`src/pkg/sebs_params.svh`:
```
`ifndef SEBS_PARAMS_SVH
`define SEBS_PARAMS_SVH

// Timing
`define SEBS_CLK_KHZ      25000
`define SEBS_PROG_MS      15

// Register map, byte addresses
`define SEBS_OFS_CTRL     12'h000
`define SEBS_OFS_STATUS   12'h004
`define SEBS_CTRL_EN_BIT  0
`define SEBS_CTRL_EN_RST  1'b1

// Serial framing
`define SEBS_PREFIX       4'ha
`define SEBS_LAST_BIT     4'd7
`define SEBS_ACK_SLOT     4'd8
`define SEBS_ERASED       8'hff
`define SEBS_ADDR_MAX     7'h7f
`define SEBS_LINE_IDLE    3'h7

`endif

```
`src/pkg/sebs_pkg.sv`:
```
package sebs_pkg;

	typedef enum logic [2:0]
	{
		SEBS_IDLE   = 3'b000,
		SEBS_SEL    = 3'b001,
		SEBS_ADDR   = 3'b010,
		SEBS_DATA   = 3'b011,
		SEBS_READ   = 3'b100,
		SEBS_IGNORE = 3'b101
	} sebs_state_t;

	typedef struct packed
	{
		logic        psel;
		logic        penable;
		logic        pwrite;
		logic [11:0] paddr;
		logic [31:0] pwdata;
	} sebs_apb_req_t;

	typedef struct packed
	{
		logic        pready;
		logic [31:0] prdata;
		logic        pslverr;
	} sebs_apb_rsp_t;

	typedef struct packed
	{
		logic [127:0][7:0] mem;
		sebs_state_t       fsm;
		logic [3:0]        bitcnt;
		logic [7:0]        shreg;
		logic [6:0]        addr;
		logic [7:0]        data;
		logic              rd_sel;
		logic              pending;
		logic              unlocked;
		logic              addr_given;
		logic              busy;
		logic              erase_ph;
		logic [18:0]       timer;
		logic              oe;
		logic [2:0]        scl_s;
		logic [2:0]        sda_s;
		logic [2:0]        strap1;
		logic [2:0]        strap2;
		logic              enable;
		sebs_apb_rsp_t     rsp;
	} sebs_regs_t;

endpackage

```
`src/hdl/sebs_top.sv`:
```
// Operation
// - Idle bus: both lines high, our data driver released.
// - SDA falling with SCL high is start; SDA rising with SCL high is stop.
// - SDA changes only while SCL low; sampled while SCL high.
// - Transfers are whole eight-bit bytes, each followed by an acknowledge clock.
// - On select match, pull SDA low from eighth clock fall through ninth clock.
// - While reading, release SDA when master leaves acknowledge high.
// - Shortened read: data follows read select, from last used address.
// - Programming starts only on stop after acknowledged data byte.
// - Three select bits compared with three strap inputs.
// - Write select: 1010, select bits two..zero, then 0, then acknowledge.
// - Read select: same as write select but eighth bit is 1.
// - Word address byte: don't-care bit then seven address bits, MSB first.
// - Write data byte MSB first, acknowledged on ninth clock.
// - Read data shifted out MSB first; master acknowledges on ninth clock.
// - Word loaded during ninth select clock; bits driven after each fall.
// - Address counter increments by one on each master acknowledge.
// - Address counter wraps from 127 to 0.
// - Stop during read releases SDA and returns sequencer to idle.
// - Erase/write runs on chip under its own timer, typically 15 ms.
// - Programming erases word to ones, then writes zeros from data byte.
// - Skip write if data has no zeros; skip erase if word already erased.
// - Addressing the device during programming terminates it.
// - After reset, program cycles rejected until a word address read completes.
`timescale 1ns/10ps
`include "sebs_params.svh"

module sebs_top
	import sebs_pkg::*;
#(
	parameter int PROG_CYCLES = `SEBS_PROG_MS * `SEBS_CLK_KHZ
)
(
	input  wire logic          mclk,
	input  wire logic          rst_n,
	input  wire logic          clk_en,
	input  wire sebs_apb_req_t apb_req,
	output sebs_apb_rsp_t      apb_rsp,
	input  wire logic          scl_in,
	input  wire logic          sda_in,
	output logic               sda_out,
	output logic               sda_oe,
	input  wire logic          select_strap_zero,
	input  wire logic          select_strap_one,
	input  wire logic          select_strap_two_test_input,
	output logic               prog_busy
);

	localparam logic [18:0] PHASE_CYC = 19'(PROG_CYCLES / 2);

	sebs_regs_t r;
	sebs_regs_t n;
	logic       scl_rise;
	logic       scl_fall;
	logic       start_ev;
	logic       stop_ev;
	logic       sel_match;
	logic       sda_bit;
	logic       apb_setup;
	logic       apb_done;

	function automatic logic [6:0] next_addr(input logic [6:0] a);
		next_addr = (a == `SEBS_ADDR_MAX) ? 7'h00 : 7'(a + 7'h01);
	endfunction

	////////////////////////////////////////////////////////////////////////////////
	// Line events from the synchronised samples

	assign sda_bit   = r.sda_s[1];
	assign scl_rise  = r.scl_s[1] & ~r.scl_s[2];
	assign scl_fall  = ~r.scl_s[1] & r.scl_s[2];
	assign start_ev  = r.scl_s[1] & r.scl_s[2] & ~r.sda_s[1] & r.sda_s[2];
	assign stop_ev   = r.scl_s[1] & r.scl_s[2] & r.sda_s[1] & ~r.sda_s[2];
	assign sel_match = r.enable && (r.shreg[7:4] == `SEBS_PREFIX)
		&& (r.shreg[3:1] == r.strap2);
	assign apb_setup = apb_req.psel & ~apb_req.penable;
	assign apb_done  = apb_req.psel & apb_req.penable & r.rsp.pready;

	////////////////////////////////////////////////////////////////////////////////
	// Next state

	always_comb
	begin
		n = r;
		if (clk_en)
		begin
			n.scl_s  = {r.scl_s[1:0], scl_in};
			n.sda_s  = {r.sda_s[1:0], sda_in};
			n.strap1 = {select_strap_two_test_input, select_strap_one, select_strap_zero};
			n.strap2 = r.strap1;

			// On-chip programming timer
			if (r.busy)
			begin
				if (r.timer != 19'h0)
				begin
					n.timer = 19'(r.timer - 19'h1);
				end
				else if (r.erase_ph)
				begin
					n.mem[r.addr] = `SEBS_ERASED;
					if (r.data != `SEBS_ERASED)
					begin
						n.erase_ph = 1'b0;
						n.timer    = PHASE_CYC;
					end
					else
					begin
						n.busy = 1'b0;
					end
				end
				else
				begin
					n.mem[r.addr] = r.mem[r.addr] & r.data;
					n.busy        = 1'b0;
				end
			end

			// Serial sequencer
			if (start_ev)
			begin
				n.fsm    = SEBS_SEL;
				// All ones: the clock fall that ends the start wraps it to zero
				n.bitcnt = '1;
				n.oe     = 1'b0;
			end
			else if (stop_ev)
			begin
				n.oe         = 1'b0;
				n.fsm        = SEBS_IDLE;
				n.addr_given = 1'b0;
				if (r.pending)
				begin
					n.pending = 1'b0;
					if (r.unlocked)
					begin
						if ((r.mem[r.addr] != `SEBS_ERASED) || (r.data != `SEBS_ERASED))
						begin
							n.busy     = 1'b1;
							n.timer    = PHASE_CYC;
							n.erase_ph = (r.mem[r.addr] != `SEBS_ERASED);
						end
					end
				end
			end
			else
			begin
				unique case (r.fsm)
					SEBS_SEL, SEBS_ADDR, SEBS_DATA:
					begin
						if (scl_rise && (r.bitcnt < `SEBS_ACK_SLOT))
						begin
							n.shreg = {r.shreg[6:0], sda_bit};
						end
						if (scl_rise && (r.bitcnt == `SEBS_ACK_SLOT) && (r.fsm == SEBS_SEL) && r.rd_sel)
						begin
							n.shreg = r.mem[r.addr];
						end
						if (scl_fall)
						begin
							if (r.bitcnt == `SEBS_LAST_BIT)
							begin
								n.bitcnt = `SEBS_ACK_SLOT;
								unique case (r.fsm)
									SEBS_SEL:
									begin
										if (sel_match)
										begin
											n.oe     = 1'b1;
											n.rd_sel = r.shreg[0];
											n.busy   = 1'b0;
										end
										else
										begin
											n.fsm = SEBS_IGNORE;
										end
									end
									SEBS_ADDR:
									begin
										n.addr       = r.shreg[6:0];
										n.addr_given = 1'b1;
										n.oe         = 1'b1;
									end
									default:
									begin
										if (r.pending)
										begin
											n.fsm = SEBS_IGNORE;
										end
										else
										begin
											n.data    = r.shreg;
											n.pending = 1'b1;
											n.oe      = 1'b1;
										end
									end
								endcase
							end
							else if (r.bitcnt == `SEBS_ACK_SLOT)
							begin
								n.oe     = 1'b0;
								n.bitcnt = 4'h0;
								if (r.fsm == SEBS_SEL && r.rd_sel)
								begin
									n.fsm        = SEBS_READ;
									n.oe         = ~r.shreg[7];
									n.unlocked   = r.unlocked | r.addr_given;
									n.addr_given = 1'b0;
								end
								else if (r.fsm == SEBS_SEL)
								begin
									n.fsm = SEBS_ADDR;
								end
								else
								begin
									n.fsm = SEBS_DATA;
								end
							end
							else
							begin
								n.bitcnt = 4'(r.bitcnt + 4'h1);
							end
						end
					end
					SEBS_READ:
					begin
						if (scl_fall)
						begin
							if (r.bitcnt < `SEBS_LAST_BIT)
							begin
								n.shreg  = {r.shreg[6:0], 1'b0};
								n.oe     = ~r.shreg[6];
								n.bitcnt = 4'(r.bitcnt + 4'h1);
							end
							else if (r.bitcnt == `SEBS_LAST_BIT)
							begin
								n.oe     = 1'b0;
								n.bitcnt = `SEBS_ACK_SLOT;
							end
							else
							begin
								n.oe     = ~r.shreg[7];
								n.bitcnt = 4'h0;
							end
						end
						if (scl_rise && (r.bitcnt == `SEBS_ACK_SLOT))
						begin
							if (!sda_bit)
							begin
								n.addr  = next_addr(r.addr);
								n.shreg = r.mem[next_addr(r.addr)];
							end
							else
							begin
								n.fsm = SEBS_IGNORE;
								n.oe  = 1'b0;
							end
						end
					end
					SEBS_IDLE, SEBS_IGNORE:
					begin
						n.oe = 1'b0;
					end
					default:
					begin
						n.fsm = SEBS_IDLE;
						n.oe  = 1'b0;
					end
				endcase
			end

			// Register slave, zero wait states
			n.rsp.pready = apb_setup;
			if (apb_setup)
			begin
				n.rsp.pslverr = 1'b0;
				n.rsp.prdata  = 32'h0;
				if (apb_req.paddr == `SEBS_OFS_CTRL)
				begin
					n.rsp.prdata[`SEBS_CTRL_EN_BIT] = r.enable;
				end
				else if (apb_req.paddr == `SEBS_OFS_STATUS)
				begin
					// busy, unlocked, pending, sequencer state, word address
					n.rsp.prdata = {16'h0, r.busy, r.unlocked, r.pending, 2'h0, r.fsm, 1'b0, r.addr};
				end
				else
				begin
					n.rsp.pslverr = 1'b1;
				end
			end
			if (apb_done && apb_req.pwrite && (apb_req.paddr == `SEBS_OFS_CTRL))
			begin
				n.enable = apb_req.pwdata[`SEBS_CTRL_EN_BIT];
			end
		end
	end

	always_ff @(posedge mclk or negedge rst_n)
	begin
		if (!rst_n)
		begin
			r        <= '0;
			r.mem    <= {128{`SEBS_ERASED}};
			r.scl_s  <= `SEBS_LINE_IDLE;
			r.sda_s  <= `SEBS_LINE_IDLE;
			r.enable <= `SEBS_CTRL_EN_RST;
		end
		else
		begin
			r <= n;
		end
	end

	assign apb_rsp   = r.rsp;
	assign sda_out   = 1'b0;
	assign sda_oe    = r.oe;
	assign prog_busy = r.busy;
endmodule

```
`config.mk`:
```
export PLATFORM = sky130hd
export DESIGN_NAME = sebs_top
export DESIGN_NICKNAME = d
export VERILOG_FILES = /design/src/pkg/sebs_pkg.sv /design/src/hdl/sebs_top.sv
export VERILOG_INCLUDE_DIRS = /design/src /design/src/pkg
export SDC_FILE = /design/constraint.sdc
export NUM_CORES = 2
export LEC_CHECK = 0
export ABC_AREA = 1
export BUFFER_PORTS_ARGS = -buffer_cell sky130_fd_sc_hd__buf_4
export CORE_MARGIN = 3
export CORE_UTILIZATION = 35
export CTS_CLUSTER_DIAMETER = 30
export DETAILED_ROUTE_END_ITERATION = 12
export PLACE_DENSITY = 0.56
export SETUP_SLACK_MARGIN = 0.4
export SLEW_MARGIN = 10
export SYNTH_ARGS = -nofsm -noshare
export SYNTH_HDL_FRONTEND = slang
export SYNTH_SLANG_ARGS = --single-unit
```
`constraint.sdc`:
```
create_clock -name mclk -period 6.15 [get_ports mclk]
set_input_delay 1.845 -clock mclk [delete_from_list [all_inputs] [get_ports mclk]]
set_output_delay 1.845 -clock mclk [all_outputs]
set_load 0.03 [all_outputs]
```
==> impl_results.md <==
* Slowest cell on the critical path: inv_4
* Max-cap viol count at 0
* Final Hold Fails at 0
* Slew @ Worst Pin at ~1.2 ns
* Register area at 29000 um2
* CTS tree: built
* Skew final at 0.0790 ns
* GR Util All Layers at 26.0%
* Most Frequent Cell on Critical Path: nand2_1
* Via count at 65400
* Most common cell after layout, fill and taps aside: nand2_1
* Final period utilization at 76.1%
* F_max at roughly 210 MHz
* Final estimated routing congestion in global placement at 0.935
* Layout cells sized above 1 at 22.6%
* Crit. End Element: register
* Row count at 160
* CP max FO at 79
* Peak supply drop at roughly 0.66 mV
* RSZ-0062 raised after global routing: false
* Crit-path cells: inv_8 > buf_4 > nand2_1 > nand2_1 > nand2_1 > nand2_1 > nand2_1 > nand2_1 > nor2_1 > nor2_1 > nor2_1 > nand2_1 > a21oi_4 > inv_4 > buf_4 > nand2_1 > o21ai_0
* Largest area contributor in the netlist: dfstp_2
* Area contributors post-synth: dfstp_2 40%, nand2_1 19%, o21ai_0 9.9%
* Grt ovf at 0
* P_leak at 37.4 nW
* Number of remaining DRC errors at 0
* Crit path time final at 4.68 ns
* WP data arrival at roughly 5.5 ns
* Critical path required time at ~7 ns
* Hold buffers post-CTS at 0
* CTS HTree Levels at 5
* Area of the multi-input gates at between 30000 and 40000 um2
* Critical path's largest stage delay at 0.74 ns
* Clock Sinks at 1108
* Hold WC Path Type: reg2reg
* Kind of critical path: reg2reg
* Initial drt markers at 7217
* Worst-skew pair later-pin latency at 0.92 ns
* First-pass GRT wire length at a little under 400 mm
* PwrDens at 510 nW/um2
* WP depth at 17
* Cells after DPL at 11400
* Largest net degree at the start of global routing at 187
* Pins Over Slew Limit at 0
* Mapped Area at 67500 um2
* Synthesized area per cell at 7.23 um2
* Setup TNS at 0 ns
* Post-CTS Setup Bufs at 0
* Count of cell types in the netlist at 60
* CTS Buf Count at 323
* Fraction of registers with async set/reset at 100%
* Die width at 445 um
* Family with the most delay on the worst path: buffers and inverters
* Initial core utilization at 35.4%
* Seq/Total Area, Yosys at 43.0%
* Routed vias/inst at 5.46
* Port-buffer cells at 40
* Non-Filler Instances at 12000
* Core ar. at 191000 um2
* Wirelength per Cell at 22.0 um
* Post-CTS Resized at 0
* Initial antenna violation count at 7
* Setup Viol. Count Final at 0
* Synth Flop Type: dfstp_2
* Dpl hpwl at 157 mm
* Synthesized flop and latch total at 1108
* Worst Setup Start Kind: register
* Yosys top cell area share at 40.1%
* Most frequent cells in the layout: 3392 x nand2_1, 1336 x o21ai_0, 1031 x dfstp_2, 836 x inv_1, 442 x nand3_1
* Worst r2r path cells at 17
* Final Routed Wirelength at 263 mm
* DR pass1 iterations at 8
* Synth Instances at between 9000 and 10000
* Final core utilization at 42.4%
* Die area at 198000 um2
* Status: finished clean
* Clock Tree Root: clkbuf_16
* # nets final at 9289
* Clock tree buffer depth at 4
* Ys Warns at 0
* Clk slew on worst S/H paths at roughly 0.040 ns
* DRT antenna net count at 0
* Vias in the first global route at 62000
* # fillers at 19100
* Area grow syn2layout at 19.9%
* Die Height at 445 um
* CP bufs+invs at 4
* Number of flops mapped to enable cells by yosys at 0
* Max_slew headroom at 18.4%
* Hold depth at 2
* Ports at 92
metrics by stage:
step                      hold slack, ns  cell area (um2)  power, mW  worst slack [ns]
after floorplan                    0.442            67600       17.2              2.91
after global placement             0.453            70400       24.4              1.71
after detailed placement           0.458            70400       24.4              1.70
after CTS                          0.465            81000       40.9              1.64
after global routing               0.484            81000       42.9              1.36
final                              0.460            81000       41.3              1.47
cell families after synthesis:
logic type,synth area share (%)
other,0.00555
flip-flops,43.0
adder cells (fa/ha/maj),0.0741
multiplexers,4.10
AND/OR/NAND/NOR,25.6
XOR/XNOR,0.0389
buffers and inverters,9.61
AO/OA/AOI/OAI,17.6
area by class of cell:
| class | count | share of cell area [%] |
|---|---|---|
| inverters | 858 | 4.03 |
| well taps | 2511 | 3.88 |
| clock buffers | 440 | 11.3 |
| clock inverters | 111 | 1.79 |
| flip-flops and latches | 1108 | 35.8 |
| repair buffers | 268 | 3.25 |
| multi-input cells | 6671 | 39.9 |
| diodes | 3 | 0.00927 |
per-layer routing:
layer / vias up / share of wire [%] / track usage [%]
li1: 30300 / - / -
met1: 31400 / 42 / 35.0
met2: 3018 / 44 / 39.6
met3: 694 / 9.3 / 5.79
met4: 0 / 4.8 / 12.3
met5: - / 0 / 0
worst paths after layout:
kind	startpoint	to	slack (ns)
min	r[44]	r[44]	0.46
min in group asynchronous	rst_n	r[475]	1.28
min reg2reg	r[44]	r[44]	0.46
max reg2reg	r[82]	r[246]	1.47
max	r[82]	r[246]	1.47
max in group asynchronous	rst_n	r[57]	3.84
where the power goes:
| part | leakage [nW] | switching (mW) | internal [mW] |
|---|---|---|---|
| clock network | 5.20 | 4.79 | 11.6 |
| registers | 11.7 | 0.240 | 7.47 |
| logic | 20.5 | 13.2 | 4.06 |
| total | 37.4 | 18.2 | 23.1 |
flip-flops by register name (all words and copies together) (netlist names):
register and cells:
r 1091, prog_busy 1, sda_oe 1, apb_rsp 15
cell usage after synthesis, drive strengths merged (67+ instances only):
cell type / count
nand2: 3401
o21ai: 1360
dfstp: 1031
inv: 848
nand3: 451
buf: 374
clkbuf: 347
nor2: 303
o211ai: 281
mux2: 245
a21oi: 209
nor3: 92
dfrtp: 77
o22ai: 67
worst min-delay path, stage by stage, from the launching register on:
cell,delay (ns)
dfstp_2,0.36
nand2_1,0.05
nand2_1,0.04
Note: power is estimated with default switching activity, not from simulation.
